File: src/hbe_defs.vh
// constants for the host bridge error status block
`ifndef HBE_DEFS_VH
`define HBE_DEFS_VH
`define HBE_CMD_OFFSET      8'h90
`define HBE_STS_OFFSET_LO   8'h91
`define HBE_STS_OFFSET_HI   8'h92
`define HBE_CMD_RESET       8'h80
`define HBE_STS_RESET       16'h0000
`define HBE_BIT_RD_THROT    12
`define HBE_BIT_WR_THROT    11
`define HBE_BIT_OUTSIDE     10
`define HBE_BIT_BAD_READ    9
`define HBE_BIT_BAD_XLAT    8
`define HBE_MB_ROW_HI       7
`define HBE_MB_ROW_LO       5
`define HBE_BIT_MB_FLAG     4
`define HBE_SB_ROW_HI       3
`define HBE_SB_ROW_LO       1
`define HBE_BIT_SB_FLAG     0
`define HBE_EN_OUTSIDE      7
`define HBE_EN_BAD_READ     6
`define HBE_EN_BAD_XLAT     5
`define HBE_EN_THROT        3
`define HBE_EN_LEVEL_MODE   2
`define HBE_EN_MULTI_BIT    1
`define HBE_EN_SINGLE_BIT   0
`endif

File: src/hbe_row_latch.v
// first-error row capture with lock while its flag is set
`timescale 1ns/1ps
module hbe_row_latch (
   sys_clk,
   reset,
   err,
   row,
   flag_q,
   row_q
);
   input        sys_clk;
   input        reset;
   input        err;
   input  [2:0] row;
   input        flag_q;
   output [2:0] row_q;
   reg    [2:0] row_q;

   // only loads while the flag is clear, so first error wins
   always @(posedge sys_clk or posedge reset) begin
      if (reset) begin
         row_q <= 3'h0;
      end else if (err && !flag_q) begin
         row_q <= row;
      end
   end
endmodule // hbe_row_latch

File: src/hbe_error_status.v
// error status and system error reporting for the host bridge
// Contract
// - flag rising edge raises enabled system error
// - bit 12 read throttle, write-one clear
// - bit 11 write throttle, write-one clear
// - bit 10 outside aperture access, w1c
// - bit 9 invalid graphics read, w1c
// - bit 8 invalid translation entry, w1c
// - bits 7:5 hold multi-bit error row
// - multi-bit row loads once, locked until clear
// - bit 4 multi-bit flag, clear unlocks row
// - multi-bit reported only with enable bit 1
// - bits 3:1 hold single-bit error row
// - single-bit row loads once, locked until clear
// - bit 0 single-bit flag, data corrected
// - single-bit reported only with enable bit 0
// - enables 7,6,5,3 gate reporting of their flags
// - mode bit selects pulse or level
// - output also needs command register enable
`timescale 1ns/1ps
`include "hbe_defs.vh"
module hbe_error_status (
   sys_clk,
   reset,
   cfg_addr,
   cfg_wr,
   cfg_wdata,
   cfg_rdata,
   serr_enable,
   rd_throttle,
   wr_throttle,
   outside_access,
   bad_read,
   bad_xlat,
   multi_bit_err,
   multi_bit_row,
   single_bit_err,
   single_bit_row,
   serr_out_n,
   serr_oe_n
);
   input        sys_clk;
   input        reset;
   input  [7:0] cfg_addr;
   input        cfg_wr;
   input  [7:0] cfg_wdata;
   output [7:0] cfg_rdata;
   input        serr_enable;
   input        rd_throttle;
   input        wr_throttle;
   input        outside_access;
   input        bad_read;
   input        bad_xlat;
   input        multi_bit_err;
   input  [2:0] multi_bit_row;
   input        single_bit_err;
   input  [2:0] single_bit_row;
   output       serr_out_n;
   output       serr_oe_n;

   reg    [7:0] cfg_rdata;
   reg          serr_out_n;
   reg          serr_oe_n;
   reg    [7:0] error_report_enable_q;
   reg    [7:0] error_report_enable_d;
   reg    [7:0] flags_q;
   reg    [7:0] flags_d;
   reg          serr_level_q;
   reg          serr_level_d;
   reg          serr_drive_d;
   reg    [7:0] rdata_d;
   wire         cmd_wr;
   wire         sts_lo_wr;
   wire         sts_hi_wr;
   wire   [7:0] set_v;
   wire   [7:0] clr_v;
   wire   [7:0] rise_v;
   wire   [2:0] mb_row_q;
   wire   [2:0] sb_row_q;
   wire  [15:0] error_status;
   wire         level_mode;
   wire         event_hit;
   wire         fire;

   // internal flag slots; slot 0 spare so edge detect stays uniform
   localparam FL_SB   = 1;
   localparam FL_MB   = 2;
   localparam FL_XLAT = 3;
   localparam FL_BAD  = 4;
   localparam FL_OUT  = 5;
   localparam FL_WR   = 6;
   localparam FL_RD   = 7;

   // byte wide config writes, one strobe per addressed byte
   assign cmd_wr    = cfg_wr && (cfg_addr == `HBE_CMD_OFFSET);
   assign sts_lo_wr = cfg_wr && (cfg_addr == `HBE_STS_OFFSET_LO);
   assign sts_hi_wr = cfg_wr && (cfg_addr == `HBE_STS_OFFSET_HI);

   // set side: one event input per flag
   assign set_v[FL_RD]   = rd_throttle;
   assign set_v[FL_WR]   = wr_throttle;
   assign set_v[FL_OUT]  = outside_access;
   assign set_v[FL_BAD]  = bad_read;
   assign set_v[FL_XLAT] = bad_xlat;
   assign set_v[FL_MB]   = multi_bit_err;
   assign set_v[FL_SB]   = single_bit_err;
   assign set_v[0]       = 1'b0;

   // clear side: write one to the flag's own bit position
   assign clr_v[FL_RD]   = sts_hi_wr & cfg_wdata[`HBE_BIT_RD_THROT - 8];
   assign clr_v[FL_WR]   = sts_hi_wr & cfg_wdata[`HBE_BIT_WR_THROT - 8];
   assign clr_v[FL_OUT]  = sts_hi_wr & cfg_wdata[`HBE_BIT_OUTSIDE - 8];
   assign clr_v[FL_BAD]  = sts_hi_wr & cfg_wdata[`HBE_BIT_BAD_READ - 8];
   assign clr_v[FL_XLAT] = sts_hi_wr & cfg_wdata[`HBE_BIT_BAD_XLAT - 8];
   assign clr_v[FL_MB]   = sts_lo_wr & cfg_wdata[`HBE_BIT_MB_FLAG];
   assign clr_v[FL_SB]   = sts_lo_wr & cfg_wdata[`HBE_BIT_SB_FLAG];
   assign clr_v[0]       = 1'b0;

   // set applied last so a clear in the same cycle never loses an event
   always @* begin
      flags_d = (flags_q & ~clr_v) | set_v;
   end
   assign rise_v = flags_d & ~flags_q;

   hbe_row_latch u_mb (
      .sys_clk (sys_clk),
      .reset   (reset),
      .err     (multi_bit_err),
      .row     (multi_bit_row),
      .flag_q  (flags_q[FL_MB]),
      .row_q   (mb_row_q)
   );
   hbe_row_latch u_sb (
      .sys_clk (sys_clk),
      .reset   (reset),
      .err     (single_bit_err),
      .row     (single_bit_row),
      .flag_q  (flags_q[FL_SB]),
      .row_q   (sb_row_q)
   );

   assign error_status[15:13] = 3'h0;
   assign error_status[`HBE_BIT_RD_THROT] = flags_q[FL_RD];
   assign error_status[`HBE_BIT_WR_THROT] = flags_q[FL_WR];
   assign error_status[`HBE_BIT_OUTSIDE]  = flags_q[FL_OUT];
   assign error_status[`HBE_BIT_BAD_READ] = flags_q[FL_BAD];
   assign error_status[`HBE_BIT_BAD_XLAT] = flags_q[FL_XLAT];
   assign error_status[`HBE_MB_ROW_HI:`HBE_MB_ROW_LO] = mb_row_q;
   assign error_status[`HBE_BIT_MB_FLAG]  = flags_q[FL_MB];
   assign error_status[`HBE_SB_ROW_HI:`HBE_SB_ROW_LO] = sb_row_q;
   assign error_status[`HBE_BIT_SB_FLAG]  = flags_q[FL_SB];

   assign level_mode = error_report_enable_q[`HBE_EN_LEVEL_MODE];
   assign event_hit =
      (rise_v[FL_RD] | rise_v[FL_WR]) & error_report_enable_q[`HBE_EN_THROT] |
      rise_v[FL_OUT] & error_report_enable_q[`HBE_EN_OUTSIDE] |
      rise_v[FL_BAD] & error_report_enable_q[`HBE_EN_BAD_READ] |
      rise_v[FL_XLAT] & error_report_enable_q[`HBE_EN_BAD_XLAT] |
      rise_v[FL_MB] & error_report_enable_q[`HBE_EN_MULTI_BIT] |
      rise_v[FL_SB] & error_report_enable_q[`HBE_EN_SINGLE_BIT];
   assign fire = event_hit & serr_enable;

   always @* begin
      error_report_enable_d = error_report_enable_q;
      if (cmd_wr) begin
         error_report_enable_d = cfg_wdata;
      end
   end

   // level mode holds until its mode bit or the system error enable drops
   always @* begin
      serr_level_d = serr_level_q;
      if (!level_mode || !serr_enable) begin
         serr_level_d = 1'b0;
      end else if (fire) begin
         serr_level_d = 1'b1;
      end
   end

   // gated by the live enables so release is not a cycle late
   always @* begin
      serr_drive_d = fire | (serr_level_q & level_mode & serr_enable);
   end

   // unmapped addresses read zero
   always @* begin
      case (cfg_addr)
         `HBE_CMD_OFFSET: begin
            rdata_d = error_report_enable_q;
         end
         `HBE_STS_OFFSET_LO: begin
            rdata_d = error_status[7:0];
         end
         `HBE_STS_OFFSET_HI: begin
            rdata_d = error_status[15:8];
         end
         default: begin
            rdata_d = 8'h00;
         end
      endcase
   end

   always @(posedge sys_clk or posedge reset) begin
      if (reset) begin
         flags_q               <= 8'h00;
         error_report_enable_q <= `HBE_CMD_RESET;
      end else begin
         flags_q               <= flags_d;
         error_report_enable_q <= error_report_enable_d;
      end
   end

   always @(posedge sys_clk or posedge reset) begin
      if (reset) begin
         serr_level_q <= 1'b0;
         serr_out_n   <= 1'b1;
         serr_oe_n    <= 1'b1;
      end else begin
         serr_level_q <= serr_level_d;
         // open drain: data parks low, the enable alone shapes the pulse
         serr_out_n   <= 1'b0;
         serr_oe_n    <= ~serr_drive_d;
      end
   end

   always @(posedge sys_clk or posedge reset) begin
      if (reset) begin
         cfg_rdata <= 8'h00;
      end else begin
         cfg_rdata <= rdata_d;
      end
   end
endmodule // hbe_error_status

File: config.mk
export PLATFORM = sky130hd
export DESIGN_NAME = hbe_error_status
export DESIGN_NICKNAME = d
export VERILOG_FILES = /design/src/hbe_row_latch.v /design/src/hbe_error_status.v
export VERILOG_INCLUDE_DIRS = /design/src
export SDC_FILE = /design/constraint.sdc
export NUM_CORES = 1
export LEC_CHECK = 0
export ABC_AREA = 1
export BUFFER_PORTS_ARGS = -buffer_cell sky130_fd_sc_hd__clkbuf_2
export CORE_ASPECT_RATIO = 1.2
export CORE_MARGIN = 2
export CORE_UTILIZATION = 39
export DETAILED_ROUTE_END_ITERATION = 16
export PLACE_DENSITY_LB_ADDON = 0.2
export SLEW_MARGIN = 20
export SYNTH_ARGS = -nofsm -noshare
export SYNTH_HDL_FRONTEND = slang
export SYNTH_HIERARCHICAL = 1
export SYNTH_SLANG_ARGS = --single-unit
export TNS_END_PERCENT = 100
File: constraint.sdc
create_clock -name sys_clk -period 1.02 [get_ports sys_clk]
set_input_delay 0.306 -clock sys_clk [delete_from_list [all_inputs] [get_ports sys_clk]]
set_output_delay 0.306 -clock sys_clk [all_outputs]
set_load 0.05 [all_outputs]
[Word level (Yosys, flattened, before mapping)]
Cells that the tools add are included.
Word-level totals
  word-level logic and storage cells: 54
  register bits after elaboration: 33
  output and inout port bits: 10
  bits of input ports: 33
Cells by class
  multiplexer cells: 3
  reduce and logical (&&, ||, !) cells: 11
  bitwise logic cells: 29
  equality and inequality tests: 3
Operators by type and width (number)
  8-bit == test, second input constant: 3
  8-bit one-hot mux with 3 select lines: 1
  1-bit bitwise AND: 16
  8-bit bitwise AND: 2
  8-bit inverter: 2
  8-bit bitwise OR: 1
  1-bit bitwise OR: 7
  1-bit logical AND: 5
  1-bit zero test: 4
  1-bit two-way mux: 2
  2-bit nonzero test: 1
  1-bit logical OR: 1
  1-bit inverter: 1

[Longest topological paths before layout]
  depth in word-level cells: 17
  gate-level depth with buffers: 7
  depth with buffers taken out: 7

[Hierarchy]
The synthesis kept the hierarchy.
Modules (own cells, without submodules)
  hbe_error_status: instances 1, seq. area each 654.4 um^2, area an instance 1278.7 um^2, cells each 153
  hbe_row_latch: instances 2, seq. area each 75.1 um^2, area an instance 126.4 um^2, cells each 15

[Worst setup path after synthesis]
OpenSTA, ideal clock, no wires.
  kind: in2reg
  start point: input cfg_wr
  end point: register flags_q[5]
  path slack: -61 ps
  required time: 904 ps
  buffers on the path: 2
  library setup time: 116 ps
  data arrival time: 965 ps
  stages: 5
  path through: clkbuf_1 -> buf_2 -> nand3_1 -> nand2_1 -> nand2_1
Between the ends
  word-level cells in the longest chain between the ends: 5
RTL lines
  start: declaration: RTL line hbe_error_status.v:45  | input cfg_wr;
  1-bit logical AND: RTL line hbe_error_status.v:97  | assign sts_hi_wr = cfg_wr && (cfg_addr == `HBE_STS_OFFSET_HI);
  1-bit bitwise AND: RTL line hbe_error_status.v:112  | assign clr_v[FL_OUT] = sts_hi_wr & cfg_wdata[`HBE_BIT_OUTSIDE - 8];
  8-bit inverter: RTL line hbe_error_status.v:121  | flags_d = (flags_q & ~clr_v) | set_v;
  8-bit bitwise AND: RTL line hbe_error_status.v:121
  8-bit bitwise OR: RTL line hbe_error_status.v:121
  named net flags_d[5]: RTL line hbe_error_status.v:67  | reg [7:0] flags_d;
  end signal: assignment: RTL line hbe_error_status.v:208  | flags_q <= flags_d;
  end: declaration: RTL line hbe_error_status.v:66  | reg [7:0] flags_q;
The timed path passes the listed nets, and every way through them passes these cells.
A chain may end at the register's enable or synchronous reset.

[Final worst setup path]
  start point: register serr_out_n
  end point: output serr_out_n
RTL lines
  start: declaration: RTL line hbe_error_status.v:62  | reg serr_out_n;
  start signal: assignment: RTL line hbe_error_status.v:216  | serr_out_n <= 1'b1;
  start signal: assignment: RTL line hbe_error_status.v:221  | serr_out_n <= 1'b0;
No word-level cell between the ends.

==> results.txt <==
----------------------------------------------------
[CTS]
  Number of clock sinks ... 32
  Clock tree from TritonCTS ... done
  Clock-pin slew reported for the worst setup and hold paths after clock tree synthesis ... 0.06 ns
  Clock Tree Root ... sky130_fd_sc_hd__clkbuf_8
  CTS Buffer Depth ... 2
  H-tree Lvls ... 2
  Worst-skew pair later-pin latency ... about 0.28 ns
  Number of buffers inserted during clock tree synthesis ... 5

[Logic synthesis]
  Cells after Synth ... between 150 and 200
  Xor and xnor area share after synthesis ... 0%
  Post-Syn Area per Cell ... 8.37 um^2
  Post-Synth Simple-Gate Area ... 39.5%
  Mux contribution to synthesized area ... 0%
  Post-synthesis adder-cell area fraction ... 0%
  Post-synthesis instance area ... 1530 um^2
  Ys flop type ... sky130_fd_sc_hd__dfrtp_1
  Synth Area in Compound Gates ... 0.327%
  Total number of yosys warnings ... 6
  Proportion of synthesized chip area in sequential cells ... approximately 53%
  Fraction of registers with async set or reset after synthesis ... 100%
  Most frequent cell after synthesis ... sky130_fd_sc_hd__nand2_1
  Count of distinct cell types in the synthesized netlist ... 17
  Cell types with the highest counts after synthesis ... 76 x sky130_fd_sc_hd__nand2_1, 29 x sky130_fd_sc_hd__dfrtp_1, 27 x sky130_fd_sc_hd__nand3_1
  Biggest area contributors in the synthesized netlist ... sky130_fd_sc_hd__dfrtp_1 47%, sky130_fd_sc_hd__nand2_1 19%, sky130_fd_sc_hd__nand3_1 8.8%, sky130_fd_sc_hd__inv_1 5.9%, sky130_fd_sc_hd__nand3_2 5.2%
  Synth top area share ... 47.4%
  Biggest area consumer among synthesized cells ... sky130_fd_sc_hd__dfrtp_1
  Number of nets produced by synthesis ... 216
  FF+latch count, synth ... 32
  Dominant combinational cell family by area after synthesis ... simple AND/OR/NAND/NOR gates
  Number of flops mapped to enable cells by yosys ... 0

[Timing]
  Final Critical Period ... roughly 1.3 ns
  Number of endpoints with negative hold slack in the final report ... 0
  Setup violations, final ... 10
  Highest clock rate ... 778 MHz
  Share of the cycle needed by the critical path after routing ... 126%
  Final Slew Violations ... 0
  Setup TNS Final ... -1.32 ns
  Clock Skews ... 0.00454 ns
  Setup WS post-layout ... -0.266 ns
  Unrepaired setup endpoints after global routing ... yes
  Worst-case hold slack ... 0.158 ns

[Finish]
  Post-layout net count ... 277
  Layout cells sized above 1 ... 34.7%
  Filler Cells Inserted ... roughly 330
  Count of inserted antenna diode cells ... 0
  Area overhead of the layout relative to synthesis ... 43.2%

[Critical path]
  CP delay by family, top ... flip-flops
  Critical Path Sink Type ... output port
  Worst Path Arrival ... 0.98 ns
  Buffer and inverter count on the worst path ... 1
  Data required time of the critical path ... 0.71 ns
  Critical-path cell with the highest stage delay ... sky130_fd_sc_hd__dfstp_2
  Critical-path maximum fanout ... 1
  Type of the worst setup path ... flop to output port
  Type of origin of the critical path ... flop
  Cells along the critical path ... clkbuf_16
  Crit-path max cell delay ... 0.54 ns

[Power and ir drop]
  Areal power density over the cells ... approximately 1200 nW/um^2
  Leakage power summed over all cells ... 0.00125 uW
  Maximum vdd drop ... 605 uV
  Power, Total ... 2580 uW

[Routing]
  Average wire length per cell after detail routing ... 11.5 um
  First-pass iteration count of the detailed router ... 4
  Number of vias after detailed routing ... 1346
  Final wirelength ... 3430 um
  Vias per cell ... 4.53
  DRT iter0 DRCs ... 62
  Count of nets left with antenna violations after detail routing ... 0
  Remaining design rule violation count ... 0

[Die]
  Vertical extent of the die ... 72.6 um
  Standard-cell row count ... 24
  Ports placed on the boundary ... 43
  Effective utilization at floorplan ... 41.5%
  DIE WIDTH ... 61.2 um
  Area of the die ... between 4000 and 5000 um^2
  Placeable core region ... 3690 um^2

[Placement]
  Count of input and output buffers ... 42
  Final weighted congestion in routability-driven placement ... 0.800
  HPWL after DPL ... around 2500 um

[Outcome]
  Violated checks ... setup timing
  Result of the run ... finished with violations

[GRT]
  Global-route usage over all layers ... 17.8%
  Global route total overflow ... 0
  Global-route wire length before repair ... 5780 um
  Number of global-route vias before repair ... ~1400
  Number of antenna violations at the first check in global routing ... 0
  Maximum number of pins on one net before global-route repair ... 27

[Worst hold path]
  Class of the worst hold path ... primary input to flop

[Flow run]
  Max-cap viol count ... 0

----------------------------------------------------
## cells by family (layout without fill, tap and decap cells)
kind of cell,after synthesis,after routing
AO/OA/AOI/OAI,1,1
AND/OR/NAND/NOR,122,124
flip-flops,32,32
other,1,1
buffers and inverters,27,87
## layer usage
layer / track usage (%) / wire, um / vias to the layer above
li1: - / - / 689
met3: 4.43 / 176 / 8
met1: 22.4 / 1490 / 610
met2: 28.6 / 1690 / 39
met5: 0 / 0 / -
met4: 7.97 / 72 / 0
## cell usage in the layout (no fill, tap or decap), types with 3 or more instances in the layout
cell / count
sky130_fd_sc_hd__buf_12: 5
sky130_fd_sc_hd__buf_4: 8
sky130_fd_sc_hd__buf_8: 8
sky130_fd_sc_hd__clkbuf_2: 32
sky130_fd_sc_hd__clkbuf_8: 6
sky130_fd_sc_hd__dfrtp_1: 29
sky130_fd_sc_hd__dfstp_2: 3
sky130_fd_sc_hd__inv_1: 24
sky130_fd_sc_hd__nand2_1: 76
sky130_fd_sc_hd__nand3_1: 25
sky130_fd_sc_hd__nand3_2: 8
sky130_fd_sc_hd__nand3_4: 3
sky130_fd_sc_hd__nor2_4: 5
## registers in the layout, summed over array words and instances (netlist names)
register and cells:
u_mb/row_q 3, serr_oe_n 1, serr_out_n 1, flags_q 7
error_report_enable_q 8, serr_level_q 1, u_sb/row_q 3, cfg_rdata 8
## timing repair
| action | 4_1_cts | 5_1_grt |
|---|---|---|
| gates resized for setup | 19 | 12 |
| hold endpoints to repair | 6 | 0 |
| pin swaps | 0 | 2 |
| setup buffers | 0 | 3 |
| setup endpoints to repair | 10 | 19 |
| hold buffers | 1 | 0 |
| cloned | 0 | 2 |
## metrics by stage
stage                     setup slack (ns)  std cells  area, um^2  util, %
after floorplan                    -0.0145        183        1560        -
after global placement              -0.226        283        1940     52.5
after detailed placement            -0.283        283        1940     52.5
after CTS                           -0.277        292        2130     57.6
after global routing                -0.291        297        2190     59.4
final                               -0.266        297        2190     59.4
## final cells by class
cell class                 instances  area, um^2  share of cell area [%]
clock buffer                       8        90.1                    4.11
inverter                          24        90.1                    4.11
multi-input combinational        126         668                    30.5
sequential                        32         805                    36.7
tap                               52        65.1                    2.97
timing repair buffer              55         475                    21.7
## power breakdown
group	internal (uW)	switching (uW)	leakage, uW	total (uW)
clock network	549	436	0.0000455	985
registers	1310	26.2	0.000394	1340
logic	113	145	0.000807	257
total	1970	606	0.00125	2580
## final timing paths
check | start | end | slack (ns) | cells past startpoint
worst max-delay path | serr_out_n | serr_out_n | -0.27 | 1
worst min-delay path | serr_enable | serr_oe_n | 0.16 | 2
worst max register to register | flags_q[7] | serr_level_q | 0.05 | 7
worst min register to register | u_mb/row_q[0] | u_mb/row_q[0] | 0.48 | 2
max in group asynchronous | reset | serr_oe_n | 0.17 | 4
min in group asynchronous | reset | u_mb/row_q[2] | 0.45 | 3
Note: power is estimated with default switching activity, not from simulation.
